[config.mk]
export PLATFORM = sky130hd
export DESIGN_NAME = break_condition_control
export DESIGN_NICKNAME = d
export VERILOG_FILES = /design/src/rtl/brk_pkg.sv /design/src/rtl/cycle_match_if.sv /design/src/rtl/break_condition_control.sv /design/src/rtl/cycle_qualifier_match.sv
export SDC_FILE = /design/constraint.sdc
export NUM_CORES = 1
export LEC_CHECK = 0
export ABC_AREA = 1
export BUFFER_PORTS_ARGS = -buffer_cell sky130_fd_sc_hd__buf_2
export CAP_MARGIN = 25
export CORE_MARGIN = 4
export CORE_UTILIZATION = 35
export DETAILED_ROUTE_END_ITERATION = 10
export SYNTH_ARGS = -nofsm -noshare
export SYNTH_HDL_FRONTEND = slang
export SYNTH_SLANG_ARGS = --single-unit
[constraint.sdc]
create_clock -name mclk_i -period 4.45 [get_ports mclk_i]
set_input_delay 0.2225 -clock mclk_i [delete_from_list [all_inputs] [get_ports mclk_i]]
set_output_delay 0.2225 -clock mclk_i [all_outputs]
set_load 0.01 [all_outputs]
[src/rtl/brk_pkg.sv]
// Purpose: constants for the channel B cycle qualifier and break control
// Assumes: APB register map with one aligned 32-bit word per register
// Notes: offsets 0x08 to 0x10 hold count, irq status and irq mask
package brk_pkg;
    // ******************************************
    // register offsets
    // ******************************************
    localparam logic [7:0] OFS_QUAL = 8'h00;
    localparam logic [7:0] OFS_CTRL = 8'h04;
    localparam logic [7:0] OFS_COUNT = 8'h08;
    localparam logic [7:0] OFS_STAT = 8'h0c;
    localparam logic [7:0] OFS_MASK = 8'h10;
    // ******************************************
    // reset values and writable masks
    // ******************************************
    localparam logic [7:0] QUAL_RST = 8'h00;
    localparam logic [31:0] CTRL_RST = 32'h0000_0000;
    localparam logic [31:0] CTRL_WMASK = 32'h0030_fcc9;
    localparam logic [11:0] COUNT_RST = 12'h000;
    localparam logic [11:0] COUNT_ONE = 12'h001;
    localparam logic [2:0] IRQ_RST = 3'h0;
    // ******************************************
    // qualifier fields
    // ******************************************
    localparam int Q_MASTER = 6;
    localparam int Q_ACCESS = 4;
    localparam int Q_DIR = 2;
    localparam int Q_SIZE = 0;
    localparam logic [1:0] SEL_NONE = 2'h0;
    localparam logic [1:0] SEL_DMA = 2'h2;
    localparam logic [1:0] SEL_FETCH = 2'h1;
    localparam logic [1:0] SEL_DATA = 2'h2;
    localparam logic [1:0] SEL_READ = 2'h1;
    localparam logic [1:0] SEL_WRITE = 2'h2;
    localparam logic [1:0] SEL_BOTH = 2'h3;
    // ******************************************
    // control bit positions
    // ******************************************
    localparam int C_ASID_MASK_A = 21;
    localparam int C_ASID_MASK_B = 20;
    localparam int C_FLAG_CPU_A = 15;
    localparam int C_FLAG_DMA_B = 12;
    localparam int C_PC_TRACE = 11;
    localparam int C_AFTER_A = 10;
    localparam int C_DATA_EN_B = 7;
    localparam int C_AFTER_B = 6;
    localparam int C_SEQ = 3;
    localparam int C_EXEC_EN = 0;
    // ******************************************
    // interrupt status bits
    // ******************************************
    localparam int I_BREAK = 0;
    localparam int I_HIT_A = 1;
    localparam int I_HIT_B = 2;
endpackage

[src/rtl/cycle_match_if.sv]
// Purpose: carries one observed bus cycle and the channel B qualifier
// Assumes: attributes valid in the cycle that valid is high
// Notes: size code 01 byte, 10 word, 11 longword
`timescale 1ns/1ps
interface cycle_match_if;
    logic valid;
    logic dma;
    logic fetch;
    logic write;
    logic [1:0] size;
    logic [7:0] qual;
    logic hit;
    modport src
    (
        output valid, dma, fetch, write, size, qual,
        input hit
    );
    modport chk
    (
        input valid, dma, fetch, write, size, qual,
        output hit
    );
endinterface

[src/rtl/break_condition_control.sv]
// Purpose: channel B cycle qualifier, break control and break issue
// Assumes: comparators outside give address, data, asid and channel A hits
// Notes: APB slave, one wait state on every transfer
//
// Chosen here: register access over APB and the register offsets.
`timescale 1ns/1ps
// Behaviour
// - qualifier register is 8 bits, read/write, zero after reset
// - qualifier bits 31 to 8 always read zero
// - master select: 00 ignore, bit6 set cpu, 10 dma
// - access select: 00 ignore, 01 fetch, 10 data, 11 either
// - direction select: 00 ignore, 01 read, 10 write, 11 either
// - size select: 00 ignore, 01 byte, 10 word, 11 longword
// - control register is 32 bits, read/write, zero after reset
// - control bits 31 to 22 read zero; software writes zero there
// - only bits 21,20,15-10,7,6,3,0 writable; others read zero
// - bit 21 decides whether channel A asid joins its condition
// - channels act independently or as one sequence
// - fetch break taken before or after execution, per channel
// - an enable adds the data bus to channel B
// - enables for pc trace and for execution count break
// - asid mask 0 checks that channel's asid, 1 skips it
// - four match flags set on match, held until software writes 0
// - sequence mode: channel A first, then channel B
// - count mode: each B match above one decrements; break on match at one
module break_condition_control
    import brk_pkg::*;
(
    input wire logic mclk_i,
    input wire logic arst_n_i,
    input wire logic psel_i,
    input wire logic penable_i,
    input wire logic pwrite_i,
    input wire logic [7:0] paddr_i,
    input wire logic [31:0] pwdata_i,
    output logic [31:0] prdata_o,
    output logic pready_o,
    output logic pslverr_o,
    input wire logic cyc_valid_i,
    input wire logic cyc_dma_i,
    input wire logic cyc_fetch_i,
    input wire logic cyc_write_i,
    input wire logic [1:0] cyc_size_i,
    input wire logic a_cond_i,
    input wire logic a_asid_match_i,
    input wire logic b_addr_match_i,
    input wire logic b_data_match_i,
    input wire logic b_asid_match_i,
    output logic break_o,
    output logic break_after_o,
    output logic pc_trace_en_o,
    output logic irq_o
);
    // ******************************************
    // state
    // ******************************************
    typedef struct packed {
        logic [7:0] qual;
        logic [31:0] ctrl;
        logic [11:0] count;
        logic [2:0] stat;
        logic [2:0] mask;
        logic armed;
        logic brk;
        logic after;
        logic irq;
        logic rdy;
        logic err;
        logic [31:0] rdata;
    } state_t;

    state_t q;
    state_t d;

    cycle_match_if cyc_if ();

    logic mapped;
    logic [31:0] rd_val;
    logic acc;
    logic wr;
    logic rd_stat;
    logic a_hit;
    logic b_hit;
    logic b_eff;
    logic b_fire;
    logic fire;
    logic [3:0] flag_set;
    logic [3:0] flag_keep;

    // ******************************************
    // cycle qualifier check
    // ******************************************
    assign cyc_if.valid = cyc_valid_i;
    assign cyc_if.dma = cyc_dma_i;
    assign cyc_if.fetch = cyc_fetch_i;
    assign cyc_if.write = cyc_write_i;
    assign cyc_if.size = cyc_size_i;
    assign cyc_if.qual = q.qual;

    cycle_qualifier_match u_match
    (
        .cyc(cyc_if.chk)
    );

    // ******************************************
    // channel conditions
    // ******************************************
    // asid mask set means the asid comparator is not consulted
    assign a_hit = a_cond_i && (q.ctrl[C_ASID_MASK_A] || a_asid_match_i);
    assign b_hit = cyc_if.hit && b_addr_match_i
        && (!q.ctrl[C_DATA_EN_B] || b_data_match_i)
        && (q.ctrl[C_ASID_MASK_B] || b_asid_match_i);
    // in sequence mode B only counts once A has been seen earlier
    assign b_eff = b_hit && (!q.ctrl[C_SEQ] || q.armed);
    // count of zero with counting on breaks at once, no wrap
    assign b_fire = b_eff && (!q.ctrl[C_EXEC_EN] || q.count <= COUNT_ONE);
    assign fire = b_fire || (a_hit && !q.ctrl[C_SEQ]);
    assign flag_set = {a_hit && !cyc_dma_i, b_hit && !cyc_dma_i,
        a_hit && cyc_dma_i, b_hit && cyc_dma_i};

    // ******************************************
    // bus decode
    // ******************************************
    assign mapped = paddr_i == OFS_QUAL || paddr_i == OFS_CTRL || paddr_i == OFS_COUNT
        || paddr_i == OFS_STAT || paddr_i == OFS_MASK;
    assign rd_val = paddr_i == OFS_QUAL ? {24'h000000, q.qual}
        : paddr_i == OFS_CTRL ? q.ctrl
        : paddr_i == OFS_COUNT ? {20'h00000, q.count}
        : paddr_i == OFS_STAT ? {29'h00000000, q.stat}
        : paddr_i == OFS_MASK ? {29'h00000000, q.mask}
        : 32'h0000_0000;
    // the access edge is the one at which pready is seen high
    assign acc = psel_i && penable_i && q.rdy;
    assign wr = acc && pwrite_i && mapped;
    assign rd_stat = acc && !pwrite_i && paddr_i == OFS_STAT;
    assign flag_keep = (wr && paddr_i == OFS_CTRL) ? pwdata_i[C_FLAG_CPU_A:C_FLAG_DMA_B]
        : 4'hf;

    // ******************************************
    // next state
    // ******************************************
    always_comb
    begin
        d = q;
        d.rdy = psel_i && penable_i && !q.rdy;
        if (psel_i && penable_i && !q.rdy)
        begin
            d.rdata = rd_val;
            d.err = !mapped;
        end
        if (wr && paddr_i == OFS_QUAL)
        begin
            d.qual = pwdata_i[7:0];
        end
        if (wr && paddr_i == OFS_CTRL)
        begin
            // reserved bits dropped so they always read zero
            d.ctrl = pwdata_i & CTRL_WMASK;
        end
        // a match in the clearing cycle still leaves the flag set
        d.ctrl[C_FLAG_CPU_A:C_FLAG_DMA_B] =
            (q.ctrl[C_FLAG_CPU_A:C_FLAG_DMA_B] & flag_keep) | flag_set;
        if (wr && paddr_i == OFS_MASK)
        begin
            d.mask = pwdata_i[2:0];
        end
        if (!q.ctrl[C_SEQ])
        begin
            d.armed = 1'b0;
        end
        else
        begin
            if (b_fire)
            begin
                d.armed = 1'b0;
            end
            if (a_hit)
            begin
                d.armed = 1'b1;
            end
        end
        if (q.ctrl[C_EXEC_EN] && b_eff && q.count > COUNT_ONE)
        begin
            d.count = q.count - COUNT_ONE;
        end
        // a software write of the count overrides the decrement
        if (wr && paddr_i == OFS_COUNT)
        begin
            d.count = pwdata_i[11:0];
        end
        d.brk = fire;
        // channel B timing applies when B is what fired
        if (fire)
        begin
            d.after = b_fire ? q.ctrl[C_AFTER_B] : q.ctrl[C_AFTER_A];
        end
        // only bits the read returned are cleared, so a late event survives
        d.stat = (rd_stat ? (q.stat & ~q.rdata[2:0]) : q.stat) | {b_hit, a_hit, fire};
        d.irq = |(d.stat & d.mask);
    end

    // ******************************************
    // registers
    // ******************************************
    always_ff @(posedge mclk_i or negedge arst_n_i)
    begin
        if (!arst_n_i)
        begin
            q.qual <= QUAL_RST;
            q.ctrl <= CTRL_RST;
            q.count <= COUNT_RST;
            q.stat <= IRQ_RST;
            q.mask <= IRQ_RST;
            q.armed <= 1'b0;
            q.brk <= 1'b0;
            q.after <= 1'b0;
            q.irq <= 1'b0;
            q.rdy <= 1'b0;
            q.err <= 1'b0;
            q.rdata <= 32'h0000_0000;
        end
        else
        begin
            q <= d;
        end
    end

    assign prdata_o = q.rdata;
    assign pready_o = q.rdy;
    assign pslverr_o = q.err;
    assign break_o = q.brk;
    assign break_after_o = q.after;
    assign pc_trace_en_o = q.ctrl[C_PC_TRACE];
    assign irq_o = q.irq;
endmodule

[src/rtl/cycle_qualifier_match.sv]
// Purpose: checks one bus cycle against the channel B qualifier fields
// Assumes: purely combinational, no state
// Notes: a field at its no-comparison code always agrees
`timescale 1ns/1ps
module cycle_qualifier_match
    import brk_pkg::*;
(
    cycle_match_if.chk cyc
);
    logic [1:0] m;
    logic [1:0] a;
    logic [1:0] r;
    logic [1:0] s;
    logic ok_m;
    logic ok_a;
    logic ok_r;
    logic ok_s;
    assign m = cyc.qual[Q_MASTER +: 2];
    assign a = cyc.qual[Q_ACCESS +: 2];
    assign r = cyc.qual[Q_DIR +: 2];
    assign s = cyc.qual[Q_SIZE +: 2];
    always_comb
    begin
        // bit 6 set means cpu whatever bit 7 says
        ok_m = (m == SEL_NONE) || (m[0] && !cyc.dma) || (m == SEL_DMA && cyc.dma);
        ok_a = (a == SEL_NONE) || (a == SEL_BOTH) || (a == SEL_FETCH && cyc.fetch)
            || (a == SEL_DATA && !cyc.fetch);
        ok_r = (r == SEL_NONE) || (r == SEL_BOTH) || (r == SEL_READ && !cyc.write)
            || (r == SEL_WRITE && cyc.write);
        ok_s = (s == SEL_NONE) || (s == cyc.size);
        cyc.hit = cyc.valid && ok_m && ok_a && ok_r && ok_s;
    end
endmodule

==> Word-level counts from Yosys, hierarchy flattened <==
Index checks and enable logic that the tools add are counted.
{ "word_totals": {"in_bits": 56, "regBits": 76, "out_inout_bits": 38, "wordCells": 118} }
{ "classes": {"magnitude_cmp": 2, "add_sub_neg": 1, "eq_ne": 13, "muxes": 14, "bitwise": 6, "reduce_logical": 69} }
{ "ops": {"columns": ["op", "n"], "rows": [
  ["two-way mux 22 bit", 2],
  ["two-way mux 12 bit", 3],
  ["logical AND 1 bit", 34],
  ["logical OR 1 bit", 19],
  ["== test 8 x 4 -> 1 bit, second input constant", 2],
  ["greater-than comparator 12 x 1 -> 1 bit, second input constant", 1],
  ["<= comparator 12 x 1 -> 1 bit, second input constant", 1],
  ["two-way mux 3 bit", 4],
  ["subtractor 12 x 1 -> 12 bit, second input constant", 1],
  ["== test 2 bit, second input constant", 5],
  ["zero test 1 bit", 9],
  ["== test 8 x 3 -> 1 bit, second input constant", 1],
  ["== test 8 x 5 -> 1 bit, second input constant", 1],
  ["zero test 2 bit", 4],
  ["zero test 8 bit", 1],
  ["bitwise AND 3 bit", 2],
  ["bitwise AND 4 bit", 1],
  ["== test 2 x 1 -> 1 bit, second input constant", 2],
  ["two-way mux 1 bit", 4],
  ["two-way mux 4 bit", 1],
  ["bitwise OR 4 bit", 1],
  ["!= test 3 x 1 -> 1 bit, second input constant", 1],
  ["NOT 3 bit", 1],
  ["bitwise OR 3 bit", 1],
  ["3 further kinds", 3]
]} }

==> Logic depth before layout (Yosys ltp) <==
{ "logic_depth": {"word_depth": 17, "depth_mapped": 12, "mapped_depth_nobuf": 12} }

==> Cells and area by module <==
A second synthesis with hierarchy kept.
{ "hier_totals": {"hier_cells": 490, "hier_area_um2": 3708.6} }
{ "modules_own_cells": {"columns": ["module", "n_inst", "cells_each", "area_each_um2", "seq_area_each_um2"], "rows": [
  ["break_condition_control", 1, 456, 3535.9, 1551.5],
  ["cycle_qualifier_match", 1, 34, 172.7, 0.0]
]} }

==> Least setup slack after synthesis <==
No wires, ideal clock.
{ "synth_path": {"path_kind": "flip-flop to flip-flop", "startpoint": "register q[44] in the netlist's numbering", "endpoint": "register q[45] in the netlist's numbering", "t_required_ps": 4323, "path_slack_ps": 2835, "stages_incl_launch_ff": 10, "setup_ps": 127, "arrival_time_ps": 1488, "n_path_buf": 1, "synth_period_minus_slack_ps": 1615, "cell_sequence": "dfrtp_1 inv_1 ha_1 o21ai_0 nor2_1 a21oi_1 nand3_1 nand2_1 buf_2 o21ai_0"} }
{ "synth_via": {"elab_chain_len": 3, "elab_cells_between_ends": 6, "classes_between": "add/sub (1); order compare (1); mux (2); reduce/logical (2)"} }
{ "synth_rtl": {"columns": ["element", "line", "source"], "rows": [
  ["start: declaration", "break_condition_control.sv:72", "state_t q;"],
  ["subtractor 12 x 1 -> 12 bit / greater-than comparator 12 x 1 -> 1 bit (equally long branches)", "break_condition_control.sv:184, break_condition_control.sv:182", null],
  ["two-way mux 12 bit / logical AND 1 bit (equally long branches)", "break_condition_control.sv:182", "if (q.ctrl[C_EXEC_EN] && b_eff && q.count > COUNT_ONE)"],
  ["two-way mux 12 bit / nonzero test 2 bit (equally long branches)", null, null]
]} }
Parallel ways exist; a longest one is shown, timed or not. The select of a mux whose other input is x is not followed.
A chain may end at the register's enable or synchronous reset.

==> Final worst setup path <==
{ "layout_path": {"startpoint": "register, netlist name cyc_if.qual[4]", "endpoint": "register q[44] in the netlist's numbering"} }
{ "layout_via": {"elab_chain_len": 14, "elab_cells_between_ends": 19, "classes_between": "eq/ne (3); reduce/logical (16)"} }
{ "layout_rtl": {"columns": ["element", "line", "source"], "rows": [
  ["== test 2 bit, or another cell as far along", "cycle_qualifier_match.sv:26", "ok_a = (a == SEL_NONE) || (a == SEL_BOTH) || (a == SEL_FETCH && cyc.fetch)"],
  ["logical OR 1 bit / logical AND 1 bit (equally long branches)", "cycle_qualifier_match.sv:26", null],
  ["logical OR 1 bit", "cycle_qualifier_match.sv:26", null],
  ["logical OR 1 bit (*)", "cycle_qualifier_match.sv:27", "|| (a == SEL_DATA && !cyc.fetch);"],
  ["logical AND 1 bit (*) (3 in a row)", "cycle_qualifier_match.sv:31", "cyc.hit = cyc.valid && ok_m && ok_a && ok_r && ok_s;"],
  ["logical AND 1 bit (*)", "break_condition_control.sv:110", "assign b_hit = cyc_if.hit && b_addr_match_i"],
  ["logical AND 1 bit (*)", "break_condition_control.sv:111", "&& (!q.ctrl[C_DATA_EN_B] || b_data_match_i)"],
  ["logical AND 1 bit (*)", "break_condition_control.sv:112", "&& (q.ctrl[C_ASID_MASK_B] || b_asid_match_i);"],
  ["logical AND 1 bit (*)", "break_condition_control.sv:114", "assign b_eff = b_hit && (!q.ctrl[C_SEQ] || q.armed);"],
  ["logical AND 1 bit (*) (2 in a row)", "break_condition_control.sv:182", null],
  ["nonzero test 2 bit (no line) (*)", null, null]
]} }
Every way passes the cells marked *; elsewhere a longest branch is shown, timed or not.

==> impl_metrics.toml <==
[detailed_routing]
wl_per_cell_um = 13.5
drt_iter0_markers = 192
final_antenna_net_count = 0
routed_via_density = 4.67
via_count = 3146
drc = 0
wl_um = 9070
first_pass_iters = 5

[logic_synthesis]
yosys_warnings = 0
ys_top_cells_by_area = "dfrtp_1 43%, nand2_1 15%, o21ai_0 6.7%"
synth_cells = 483
netlist-cell-type-count = 32
synth_top_area_share_pct = 43.4
synth_area_per_cell_um2 = 7.40
ys_ff_latch = 62
syn-cell-area_um2 = 3570
ys_seq_area_share_pct = 43.4
synth_top_cell_by_area = "dfrtp_1"

[global_routing]
met2_usage_pct = 27.1
grt_pass1_vias = 3031
grt-busiest-layer = "met2"
grt_max_degree = 63
grt_use_met3_pct = 3.26
grt_overflow = 0
grt_pass1_wl_um = 14300
grt.total_usage_pct = 15.7
met1_usage_pct = 19.5
antenna_found_initial = 0

[cells_and_area]
area_delta_synth_final_pct = 12.5
final_area_um2 = 4020
final_layout_size_suffix_gt1_share_pct = 18.3
utilization_pct = 40.7
nets = 597
fillCellCount = 1025
n_antenna_cell = 0

[floorplanning]
core_area_um2 = 9860
ios = 94
die-area_um2 = 11900
die_x_um = 109
rows = 36
initial_core_util_pct = 36.2
die_y_um = 109

[clock_network]
postCtsSetupBuffers = 0
cts-resized-gates = 0
path_clk_slew_ns = 0.07
cts_sinks = 62
cts_tree = "done"
cts_buffer_depth = 2
htreeDepth = 3
cts_hold_buf = 0
root_buffer = "clkbuf_8"
insertion_delay_ns = 0.34
cts_made_buffers = 9

[worst_setup_path]
crit_path_frequent_cell = "nand3_1"
critPathArrivalTime_ns = 2.51
r2r_cells = 8
reg2reg_slack_ns = 2.14
critPathKind = "flip-flop to flip-flop"
crit_slowest_cell = "nand2_1"
slowest_delay_ns = 0.54
path_cells = "inv_1, ha_1, nand3b_1, nand3_1, nor2_1, nand3_1, nand2_1, o21ai_0"
cp_max_fo = 21
crit_family = "simple AND/OR/NAND/NOR gates"
regToRegStartpoint = "cyc_if.qual[4]$_DFFE_PN0P_"
worstPathRequired_ns = 4.65
start_kind = "flip-flop"
r2r-end = "q[44]$_DFFE_PN0P_"
cp.buffers_inverters = 1
cp-end-kind = "flip-flop"

[power]
ir_worst_vdd_v = 0.000150
leakage_uw = 0.00214
powerDensity_nw_per_um2 = 379

[placement]
dpl_cell_area_um2 = 3850
io_buffers = 65
hpwlAfterDp_um = 6970
gp_congestion = 0.860

[sta]
fmax_mhz = 433
rsz0062_at_grt = "no"
period_minus_slack_ns = 2.31
drv_slew = 0
slew_headroom_pct = 46.8
skew_ns = 0.00578
final-setup-viol-count = 0
min_period_over_period_pct = 51.9
hold_viol_final = 0
tightest_slew_ns = 0.798
tns_ns = 0

[run]
drv_cap = 0

[worst_hold_path]
hp-class = "primary input to asynchronous set/reset pin"

[run_status]
status = "complete, no violations"
==> worst max-delay path by stage <==
stage,from,to,slack [ns],depth (start not counted)
after floorplan,q[44]$_DFFE_PN0P_,q[45]$_DFFE_PN0P_,2.83,9
after global placement,cyc_if.qual[4]$_DFFE_PN0P_,q[45]$_DFFE_PN0P_,2.19,8
after detailed placement,cyc_if.qual[4]$_DFFE_PN0P_,q[44]$_DFFE_PN0P_,2.11,8
after CTS,cyc_if.qual[4]$_DFFE_PN0P_,q[44]$_DFFE_PN0P_,2.11,8
after global routing,cyc_if.qual[4]$_DFFE_PN0P_,q[44]$_DFFE_PN0P_,1.80,9
final,cyc_if.qual[4]$_DFFE_PN0P_,q[44]$_DFFE_PN0P_,2.14,8
==> through the flow <==
stage / std cells / hold WS, ns / setup slack, ns / power [µW]
floorplan: 496 / -0.0731 / 2.83 / 988
global placement: 657 / 0.433 / 2.19 / 1090
detailed placement: 657 / 0.437 / 2.11 / 1100
CTS: 673 / 0.0793 / 2.11 / 1530
global route: 673 / 0.0875 / 1.80 / 1620
finish: 673 / 0.0476 / 2.14 / 1520
==> placed cells by master (no fill, tap or decap), types with 5 or more instances in the layout <==
master	instances
clkbuf_8	10
ha_1	6
conb_1	14
o21ai_0	48
nor2_1	40
inv_1	59
a21oi_1	11
dfrtp_1	62
nand3_1	30
clkinv_2	5
nand2_1	144
buf_2	65
o22ai_1	5
==> registers in the layout (all words and copies together) (netlist names) <==
name,cells
q,30
break_o,1
pslverr_o,1
cyc_if.qual,8
break_after_o,1
prdata_o,18
pc_trace_en_o,1
irq_o,1
pready_o,1
==> per-layer routing <==
| metal | share of wire [%] | wire length (µm) |
|---|---|---|
| met5 | 0 | 0 |
| met4 | 1.5 | 138 |
| met3 | 5.3 | 485 |
| met2 | 49 | 4430 |
| met1 | 44 | 4010 |
==> synthesized netlist by cell type <==
master,n
o21ai_1,4
nand4_2,1
o21ai_2,2
buf_4,32
nor2_1,40
inv_2,3
conb_1,1
o31ai_1,1
nor2_2,2
clkbuf_1,4
nand3_2,2
nand3b_1,2
nor3_1,4
buf_2,2
dfrtp_1,62
nand3_1,30
nand2_1,144
o22ai_1,5
or2_2,1
inv_1,59
and2_1,1
nor2_8,1
nor3_2,1
a41oi_1,2
nand2_2,4
xnor2_1,1
buf_6,1
xor2_1,4
nand4_1,2
ha_1,6
a21oi_1,11
o21ai_0,48
==> layout make-up <==
| type | instances | area [µm²] | area share (%) |
|---|---|---|---|
| sequential | 62 | 1550 | 38.6 |
| timing repair buffer | 67 | 340 | 8.47 |
| clock inverter | 5 | 25.0 | 0.623 |
| clock buffer | 11 | 141 | 3.52 |
| inverter | 62 | 233 | 5.79 |
| tap | 133 | 166 | 4.14 |
| multi-input combinational | 333 | 1560 | 38.9 |
==> kinds of logic after synthesis <==
logic type,share of synthesized area [%]
DFF,43.4
and+or+nand+nor,28.0
buffers and inverters,14.3
AOI/OAI and AO/OA,10.9
adders and majority gates,2.10
xor gates and xnor gates,1.23
other,0.105
==> power breakdown <==
group | total, µW | leakage, µW | internal [µW] | switching (µW)
sequential | 682 | 0.000760 | 628 | 54.6
clock | 432 | 0.0000926 | 212 | 219
combinational | 408 | 0.00129 | 145 | 263
Power figures use the tool's default switching activity.
